===== src/design/ssc_pkg.sv =====
// shared constants and types for the signalling section classifier
// assumes both ends are compiled after this package
package ssc_pkg;
   // -----------------------------------------------------------------
   // table identifiers
   // -----------------------------------------------------------------
   localparam logic [7:0] TID_RELAY_MAP = 8'h41;
   localparam logic [7:0] TID_SUPERFRAME = 8'hA0;
   localparam logic [7:0] TID_FRAME = 8'hA1;
   localparam logic [7:0] TID_TIMESLOT = 8'hA2;
   localparam logic [7:0] TID_SAT_POS = 8'hA3;
   localparam logic [7:0] TID_CORRECTION = 8'hA4;
   localparam logic [7:0] TID_BURST_PLAN = 8'hA5;
   localparam logic [7:0] TID_CLOCK_REF = 8'hA6;
   localparam logic [7:0] TID_TX_MODE = 8'hAA;
   localparam logic [7:0] TID_TERM_INFO = 8'hB0;
   // -----------------------------------------------------------------
   // section layout
   // -----------------------------------------------------------------
   localparam logic [11:0] SECT_LEN_MAX = 12'h3FD; // 1021
   localparam logic [3:0] SI_HDR_BYTES = 4'h8; // 64 bits
   localparam logic [3:0] DSM_HDR_BYTES = 4'hC; // 96 bits
   localparam logic [3:0] BYTE_SCRAMBLE = 4'h5; // dsm-cc byte with scrambling bits
   localparam logic [12:0] PID_RELAY_MAP_DEF = 13'h0010;
   localparam int BUF_DEPTH = 2;
   // table class handed to consumers
   typedef enum logic [3:0] {
      SSC_CLS_NONE, SSC_CLS_SUPERFRAME, SSC_CLS_FRAME, SSC_CLS_TIMESLOT, SSC_CLS_SAT_POS,
      SSC_CLS_CORRECTION, SSC_CLS_BURST_PLAN, SSC_CLS_CLOCK_REF, SSC_CLS_TX_MODE,
      SSC_CLS_TERM_INFO, SSC_CLS_RELAY_MAP
   } ssc_class_t;
endpackage


===== src/design/ssc_link_if.sv =====
// link between the demultiplexer end and the classifier end
// assumes one clock and a byte stream with a start-of-section marker
`timescale 1ns/1ns
`default_nettype none
interface ssc_link_if;
   logic [7:0] data;
   logic [12:0] pid;
   logic sos;
   logic valid;
   logic ready;
   modport demux (output data, output pid, output sos, output valid, input ready);
   modport classifier (input data, input pid, input sos, input valid, output ready);
endinterface
`default_nettype wire


===== src/design/ssc_classifier.sv =====
// classifier end: tags forward-link signalling sections by table identifier
// assumes byte stream from the demultiplexer end over ssc_link_if
`timescale 1ns/1ns
`default_nettype none
// Behaviour
// - 0xA0..0xA2 tag superframe, frame, timeslot tables
// - 0xA3..0xA5 tag position, correction, burst plan
// - 0xA6, 0xB0, 0x41 tag clockref, terminal, relay
// - 0xAA tags transmission mode, own output
// - reserved identifiers never reach any consumer
// - relay map pid and signalling pid both configured
// - sender uses standard private section format
// - terminal messages use dsm-cc header layout
// - scrambled tables handled like ordinary tables
// - scrambling decided per section, not stream
// - burst plan goes to transmit scheduler
// - section length above 1021 is rejected
// - si header is exactly 64 bits
// - dsm-cc header is exactly 96 bits
module ssc_classifier (
   // clock and reset
   input wire logic core_clk,
   input wire logic rst_n,
   // link
   ssc_link_if.classifier link,
   // configuration
   input wire logic [12:0] cfg_relay_pid,
   input wire logic [12:0] cfg_sig_pid,
   // section announce
   output ssc_pkg::ssc_class_t sec_class,
   output logic sec_strobe,
   output logic sec_scrambled,
   output logic [11:0] sec_length,
   output logic [47:0] sec_mac,
   // payload stream
   output logic [7:0] pay_data,
   output logic pay_valid,
   input wire logic pay_ready,
   // per-table consumer strobes
   output logic sched_strobe,
   output logic txmode_strobe
);
   import ssc_pkg::*;
   typedef enum {ST_IDLE, ST_HDR, ST_BODY, ST_SKIP} ssc_state_t;
   // -----------------------------------------------------------------
   // two-entry input buffer
   // -----------------------------------------------------------------
   logic [21:0] buf_mem [BUF_DEPTH];
   logic wp_reg, rp_reg;
   logic [1:0] cnt_reg;
   wire logic buf_full = (cnt_reg == 2'(BUF_DEPTH));
   wire logic buf_empty = (cnt_reg == 2'h0);
   wire logic push = link.valid && !buf_full;
   wire logic [21:0] head = buf_mem[rp_reg];
   wire logic [7:0] b_data = head[7:0];
   wire logic [12:0] b_pid = head[20:8];
   wire logic b_sos = head[21];
   logic pop;
   assign link.ready = !buf_full;
   always_ff @(posedge core_clk) begin
      if (push) begin
         buf_mem[wp_reg] <= {link.sos, link.pid, link.data};
      end
   end
   always_ff @(posedge core_clk or negedge rst_n) begin
      if (!rst_n) begin
         wp_reg <= 1'b0;
         rp_reg <= 1'b0;
         cnt_reg <= 2'h0;
      end else begin
         wp_reg <= wp_reg ^ push;
         rp_reg <= rp_reg ^ pop;
         cnt_reg <= cnt_reg + 2'(push) - 2'(pop);
      end
   end
   // -----------------------------------------------------------------
   // table identifier decode
   // -----------------------------------------------------------------
   function automatic ssc_class_t tid_class(input logic [7:0] tid);
      case (tid)
         TID_SUPERFRAME: tid_class = SSC_CLS_SUPERFRAME;
         TID_FRAME: tid_class = SSC_CLS_FRAME;
         TID_TIMESLOT: tid_class = SSC_CLS_TIMESLOT;
         TID_SAT_POS: tid_class = SSC_CLS_SAT_POS;
         TID_CORRECTION: tid_class = SSC_CLS_CORRECTION;
         TID_BURST_PLAN: tid_class = SSC_CLS_BURST_PLAN;
         TID_CLOCK_REF: tid_class = SSC_CLS_CLOCK_REF;
         TID_TERM_INFO: tid_class = SSC_CLS_TERM_INFO;
         TID_RELAY_MAP: tid_class = SSC_CLS_RELAY_MAP;
         TID_TX_MODE: tid_class = SSC_CLS_TX_MODE;
         default: tid_class = SSC_CLS_NONE; // reserved codes
      endcase
   endfunction
   // -----------------------------------------------------------------
   // header walk state
   // -----------------------------------------------------------------
   ssc_state_t state_reg, state_next;
   ssc_class_t cls_reg;
   logic [3:0] hcnt_reg;
   logic [11:0] len_reg, left_reg;
   logic scr_reg;
   logic [47:0] mac_reg;
   logic [7:0] pay_reg;
   logic pay_v_reg, strobe_reg;
   wire logic pay_free = !pay_v_reg || pay_ready;
   wire logic have = !buf_empty;
   wire logic start = have && b_sos;
   // relay pid admits only the relay map; the configured pid admits all tables, relay map included
   wire logic pid_ok = (b_pid == cfg_relay_pid) ? (b_data == TID_RELAY_MAP)
                       : (b_pid == cfg_sig_pid);
   wire logic is_dsm = (cls_reg == SSC_CLS_TERM_INFO);
   wire logic [3:0] hdr_bytes = is_dsm ? DSM_HDR_BYTES : SI_HDR_BYTES;
   wire logic [11:0] len_full = {len_reg[11:8], b_data};
   wire logic len_bad = (hcnt_reg == 4'h2) && (len_full > SECT_LEN_MAX);
   wire logic hdr_last = (hcnt_reg == hdr_bytes - 4'h1);
   wire logic body_last = (left_reg == 12'h001);
   // body bytes wait for the payload stage, others drain freely
   assign pop = have && (state_reg != ST_BODY || pay_free || b_sos);
   // next-state selection; a start byte always restarts the walk
   always_comb begin
      state_next = state_reg;
      if (pop) begin
         case (state_reg)
            ST_IDLE, ST_SKIP: state_next = ST_IDLE;
            ST_HDR: state_next = len_bad ? ST_SKIP : (hdr_last ? ST_BODY : ST_HDR);
            ST_BODY: state_next = body_last ? ST_IDLE : ST_BODY;
            default: state_next = ST_IDLE;
         endcase
         if (state_reg == ST_SKIP && !b_sos) state_next = ST_SKIP;
         if (state_reg == ST_IDLE && !b_sos) state_next = ST_IDLE;
         if (start) begin
            state_next = (pid_ok && tid_class(b_data) != SSC_CLS_NONE) ? ST_HDR : ST_SKIP;
         end
      end
   end
   // reset discards any section in progress
   always_ff @(posedge core_clk or negedge rst_n) begin
      if (!rst_n) state_reg <= ST_IDLE;
      else state_reg <= state_next;
   end
   // header field capture
   always_ff @(posedge core_clk or negedge rst_n) begin
      if (!rst_n) begin
         cls_reg <= SSC_CLS_NONE;
         hcnt_reg <= 4'h0;
         len_reg <= 12'h000;
         left_reg <= 12'h000;
         scr_reg <= 1'b0;
         mac_reg <= 48'h0;
      end else if (pop) begin
         hcnt_reg <= start ? 4'h1 : hcnt_reg + 4'h1;
         if (start) begin
            cls_reg <= tid_class(b_data);
            scr_reg <= 1'b0;
         end
         if (state_reg == ST_HDR && hcnt_reg == 4'h1) len_reg <= {b_data[3:0], 8'h00};
         if (state_reg == ST_HDR && hcnt_reg == 4'h2) len_reg <= len_full;
         // bytes left after the header, counted from after the length field
         if (state_reg == ST_HDR && hdr_last) left_reg <= len_reg - 12'(hdr_bytes - 4'h3);
         if (state_reg == ST_BODY) left_reg <= left_reg - 12'h001;
         // scrambling state taken per section from its own header
         if (state_reg == ST_HDR && is_dsm && hcnt_reg == BYTE_SCRAMBLE)
            scr_reg <= |b_data[5:2];
         if (state_reg == ST_HDR && !is_dsm && hcnt_reg == 4'h1) scr_reg <= 1'b0;
         // mac bytes arrive 6,5 then 4..1; later bytes shift in from the top
         if (state_reg == ST_HDR && is_dsm && hcnt_reg == 4'h3) mac_reg[7:0] <= b_data;
         if (state_reg == ST_HDR && is_dsm && hcnt_reg == 4'h4) mac_reg[15:8] <= b_data;
         if (state_reg == ST_HDR && is_dsm && hcnt_reg >= 4'h8)
            mac_reg[47:16] <= {b_data, mac_reg[47:24]};
      end
   end
   // announce strobe fires once, as the header completes
   wire logic announce = pop && state_reg == ST_HDR && hdr_last && !len_bad;
   always_ff @(posedge core_clk or negedge rst_n) begin
      if (!rst_n) strobe_reg <= 1'b0;
      else strobe_reg <= announce;
   end
   // payload stage, one entry; a restart mid-section drops the rest
   always_ff @(posedge core_clk or negedge rst_n) begin
      if (!rst_n) begin
         pay_v_reg <= 1'b0;
         pay_reg <= 8'h00;
      end else if (pay_free) begin
         pay_v_reg <= pop && state_reg == ST_BODY && !b_sos;
         pay_reg <= b_data;
      end
   end
   assign sec_class = cls_reg;
   assign sec_strobe = strobe_reg;
   assign sec_scrambled = scr_reg;
   assign sec_length = len_reg;
   assign sec_mac = mac_reg;
   assign pay_data = pay_reg;
   assign pay_valid = pay_v_reg;
   assign sched_strobe = strobe_reg && cls_reg == SSC_CLS_BURST_PLAN;
   assign txmode_strobe = strobe_reg && cls_reg == SSC_CLS_TX_MODE;
endmodule
`default_nettype wire


===== src/flat_wrapper.sv =====
// flat-port wrapper written by rule: the top's interface ports become plain ports
module ssc_classifier_flat import ssc_pkg::*;
  (core_clk, rst_n, cfg_relay_pid, cfg_sig_pid, sec_class, sec_strobe, sec_scrambled, sec_length, sec_mac, pay_data, pay_valid, pay_ready, sched_strobe, txmode_strobe, link_data, link_pid, link_sos, link_valid, link_ready);
  ssc_link_if link_i ();
  input wire logic core_clk;
  input wire logic rst_n;
  input wire logic [12:0] cfg_relay_pid;
  input wire logic [12:0] cfg_sig_pid;
  output ssc_pkg::ssc_class_t sec_class;
  output logic sec_strobe;
  output logic sec_scrambled;
  output logic [11:0] sec_length;
  output logic [47:0] sec_mac;
  output logic [7:0] pay_data;
  output logic pay_valid;
  input wire logic pay_ready;
  output logic sched_strobe;
  output logic txmode_strobe;
  input wire logic [$bits(link_i.data)-1:0] link_data;
  input wire logic [$bits(link_i.pid)-1:0] link_pid;
  input wire logic [$bits(link_i.sos)-1:0] link_sos;
  input wire logic [$bits(link_i.valid)-1:0] link_valid;
  output wire logic [$bits(link_i.ready)-1:0] link_ready;
  assign link_i.data = link_data;
  assign link_i.pid = link_pid;
  assign link_i.sos = link_sos;
  assign link_i.valid = link_valid;
  assign link_ready = link_i.ready;
  ssc_classifier u_core (.core_clk(core_clk), .rst_n(rst_n), .link(link_i), .cfg_relay_pid(cfg_relay_pid), .cfg_sig_pid(cfg_sig_pid), .sec_class(sec_class), .sec_strobe(sec_strobe), .sec_scrambled(sec_scrambled), .sec_length(sec_length), .sec_mac(sec_mac), .pay_data(pay_data), .pay_valid(pay_valid), .pay_ready(pay_ready), .sched_strobe(sched_strobe), .txmode_strobe(txmode_strobe));
endmodule

===== config.mk =====
export PLATFORM = sky130hd
export DESIGN_NAME = ssc_classifier_flat
export DESIGN_NICKNAME = d
export VERILOG_FILES = /design/src/design/ssc_pkg.sv /design/src/design/ssc_link_if.sv /design/src/design/ssc_classifier.sv /design/src/flat_wrapper.sv
export SDC_FILE = /design/constraint.sdc
export NUM_CORES = 1
export LEC_CHECK = 0
export CORE_MARGIN = 5
export CORE_UTILIZATION = 64
export DETAILED_ROUTE_END_ITERATION = 8
export DONT_BUFFER_PORTS = 1
export PLACE_DENSITY = 0.91
export REMOVE_ABC_BUFFERS = 1
export SYNTH_ARGS = -nofsm -noshare
export SYNTH_HDL_FRONTEND = slang
export SYNTH_SLANG_ARGS = --single-unit

===== constraint.sdc =====
create_clock -name core_clk -period 3.1 [get_ports core_clk]
set_input_delay 0.155 -clock core_clk [delete_from_list [all_inputs] [get_ports core_clk]]
set_output_delay 0.155 -clock core_clk [all_outputs]
set_load 0.02 [all_outputs]

==> Flow_metrics.wiki <==
{| class="wikitable"
! Metric !! Value
|-
| Critical path peak fanout || 7
|-
| Cell area after synthesis || 6830 um^2
|-
| Sequential cell area fraction in the yosys report || 54.9%
|-
| Post-route worst setup slack || 0.366 ns
|-
| Remaining design rule violation count || 0
|-
| Slew at the pin closest to its max-slew limit || 0.812 ns
|-
| Number of sinks handled by clock tree synthesis || 141
|-
| Area fraction in compound gates after synthesis || 10.9%
|-
| Critical path's largest stage delay || 0.52 ns
|-
| Reg-to-reg endpoint || u_core.left_reg[11]$_DFFE_PN0P_
|-
| DIE AREA || 12800 um^2
|-
| HPWL reported at the end of detailed placement || 11400 um
|-
| Clock-pin slew on the worst setup and hold paths || 0.07 ns
|-
| Clock tree from TritonCTS || done
|-
| Post-synthesis simple-gate area fraction || 13.8%
|-
| Worst setup slack before clock tree synthesis || 0.432 ns
|-
| Utilization of the core after routing || 75.5%
|-
| Primary FF master, synth || dfrtp_1
|-
| Number of H-tree branching levels || 4
|-
| Flop-to-flop setup slack || 0.37 ns
|-
| Depth of the worst register-to-register path || 9
|-
| Routed wire length || 17000 um
|-
| Final sum of negative setup slack || 0 ns
|-
| Worst slew margin relative to its limit || 45.9%
|-
| Kind of critical path || flop to flop
|-
| Later-pin clock latency in the skew report || 0.53 ns
|-
| Period minus WS final || 2.73 ns
|-
| Number of flip-flops in the largest register || 48
|-
| Antenna Nets Post-Route || 0
|-
| Total GRT Usage || 26.9%
|-
| Category of the worst setup path capture point || flop
|-
| Non-filler instance count after layout || 775
|-
| Mean post-synth cell area || 11.6 um^2
|-
| Total of fill cells in the finished design || 651
|-
| Critical hold path startpoint || cfg_sig_pid[0]
|-
| Ordered list of cells on the worst path || nor4bb_1 -> buf_4 -> ha_1 -> o21a_1 -> o21ai_1 -> nand2_1 -> or4b_1 -> xor2_1 -> o31ai_1
|-
| Final nets || 695
|-
| Worst Path Arrival || 3.16 ns
|-
| Die extent in y || 113 um
|-
| Root Buffer || clkbuf_8
|-
| Final hold violations || 0
|-
| Number of synthesized register bits || 141
|-
| Inserted Diodes || 0
|-
| Setup Viol. Count Final || 0
|-
| CP Data Required Time || 3.53 ns
|-
| Overflow left after global routing || 0
|-
| Top-level I/O count || 130
|-
| Adder and majority cell fraction of the synthesized area || 3.12%
|-
| Number of pins exceeding their max-slew limit in the final report || 0
|-
| Reg2Reg Launch Point || u_core.sec_class[0]$_DFFE_PN0P_
|-
| Area of the core || 10400 um^2
|-
| Ys async rst share || 68.8%
|-
| I/O Buffers || 0
|-
| Cell count of the worst hold path || 4
|-
| Number of maximum-capacitance constraint violations || 0
|-
| Starting Density || 65.8%
|-
| Largest buffer count on any clock path || 2
|-
| Top library cells by usage in the layout, fill and taps aside || dfrtp_1, nand2_1, edfxtp_1
|-
| Critical Path Source Type || flop
|-
| Class of the tightest hold or removal check || input port to flop
|-
| Initial antenna violation count || 0
|-
| Routed length per instance || 22.0 um
|-
| Combinational family with the most area after synthesis || simple AND/OR/NAND/NOR gates
|-
| Routability congestion estimate from global placement || 0.927
|-
| Routed via count || 4990
|-
| Power Density || 1000 nW/um^2
|-
| Number of rows in the core area || 37
|-
| Synth Area in XOR/XNOR || 5.77%
|-
| Gate count after technology mapping || 589
|-
| Maximum achievable frequency || 366 MHz
|-
| Worst clock skew || 0.0124 ns
|-
| Number of synthesized flops with an enable pin || 44
|-
| Worst hold endpoint || u_core.state_reg[1]$_DFFE_PN0P_
|-
| Proportion of layout cells with a drive suffix above 1 || 10.6%
|-
| Static Leak || 3.28 nW
|-
| Commonest non-fill, non-tap cell in the layout || dfrtp_1
|-
| Synth cell types || 70
|-
| Total instance count after detailed placement || 718
|-
| Result of the run || finished clean
|-
| Number of warnings printed during yosys synthesis || 0
|-
| Width of the die || 113 um
|-
| Ratio of routed vias to standard cells || 6.44
|-
| Maximum ir drop on the vdd rail || 0.000514 V
|-
| First-pass GRT wire length || 27000 um
|-
| Critical-path top delay cell || dfrtp_1
|-
| Via count of the first global-routing pass || 5222
|-
| Final Cycle Share || 88.2%
|-
| Share of cell area taken by muxes after synthesis || 7.90%
|-
| Initial DRC Count || 594
|-
| Number of buffers added by the clock tree synthesis step || 17
|-
| RSZ-0062 raised after global routing || false
|-
| First-pass iteration count of the detailed router || 5
|-
| Maximum number of pins on one net before global-route repair || 98
|-
| Area growth from synthesis to layout || 14.7%
|}
## layer usage
metal / up-vias / global-route usage (%) / part of all wire (%)
met5: - / 0 / 0
met4: 0 / 10.9 / 3.2
met3: 56 / 11.0 / 10
li1: 2216 / - / -
met2: 275 / 46.4 / 52
met1: 2443 / 29.5 / 35
## through the flow
step | hold WS (ns) | area [um^2] | total power [mW]
after global placement | -0.137 | 6960 | 5.52
final | 0.0286 | 7830 | 7.87
after detailed placement | -0.137 | 6960 | 5.73
after floorplan | -0.141 | 6650 | 4.93
after global routing | 0.0707 | 7830 | 8.29
after CTS | 0.0192 | 7830 | 7.84
## final cells by class
class,instances,area [um^2],area share [%]
clock buffers,17,414,5.29
clock inverters,15,189,2.41
inverters,18,67.6,0.863
multi-input cells,405,2840,36.2
flip-flops and latches,141,3750,47.9
well taps,136,170,2.17
repair buffers,43,403,5.14
## worst max-delay path by stage
stage	slack [ns]	endpoint	startpoint
2_1_floorplan	-0.20	u_core.sec_mac[16]$_DFFE_PN0P_	u_core.rp_reg$_DFF_PN0_
3_3_place_gp	0.51	u_core.left_reg[11]$_DFFE_PN0P_	u_core.sec_class[0]$_DFFE_PN0P_
3_5_place_dp	0.43	u_core.left_reg[11]$_DFFE_PN0P_	u_core.sec_class[0]$_DFFE_PN0P_
4_1_cts	0.37	u_core.left_reg[11]$_DFFE_PN0P_	u_core.sec_class[0]$_DFFE_PN0P_
5_1_grt	0.12	u_core.left_reg[11]$_DFFE_PN0P_	u_core.sec_class[0]$_DFFE_PN0P_
6_report	0.37	u_core.left_reg[11]$_DFFE_PN0P_	u_core.sec_class[0]$_DFFE_PN0P_
## synthesized netlist by cell type (all sizes together), types with 13 or more instances
cell type	number	area share, %
mux2i	22	3.4
nor2	40	2.2
dfrtp	97	36
ha	17	3.1
o21ai	42	3.1
xor2	13	1.7
buf	19	2.2
edfxtp	44	19
mux2	27	4.5
a21oi	32	2.3
inv	18	0.99
xnor2	32	4.1
nand2	50	2.7
## repair_timing
action	in CTS	in global routing
resized for setup	0	0
hold buffers	25	0
hold endpoints to repair	143	0
setup buffers	0	0
setup endpoints to repair	0	0
## cell families (layout without fill, tap and decap cells)
logic type	after synthesis	in the layout
buffers and inverters	43	93
muxes	49	49
AOI/OAI and AO/OA	120	120
and+or+nand+nor	174	174
xor gates and xnor gates	45	45
DFF	141	141
adders and majority gates	17	17
## report_power, final
| group | total, mW | switching, mW | internal [mW] |
|---|---|---|---|
| clock | 2.01 | 0.948 | 1.06 |
| sequential | 3.21 | 0.788 | 2.42 |
| combinational | 2.66 | 1.55 | 1.11 |
| total | 7.87 | 3.28 | 4.58 |
## critical path, delay by kind of cell (launching register included)
| kind | cells | cell delay, ns |
|---|---|---|
| compound gates | 3 | 0.59 |
| xor+xnor | 1 | 0.16 |
| fa+ha+maj | 1 | 0.28 |
| buf+inv | 1 | 0.22 |
| flops | 1 | 0.52 |
| simple gates | 3 | 0.88 |
Power figures use the tool's default switching activity.
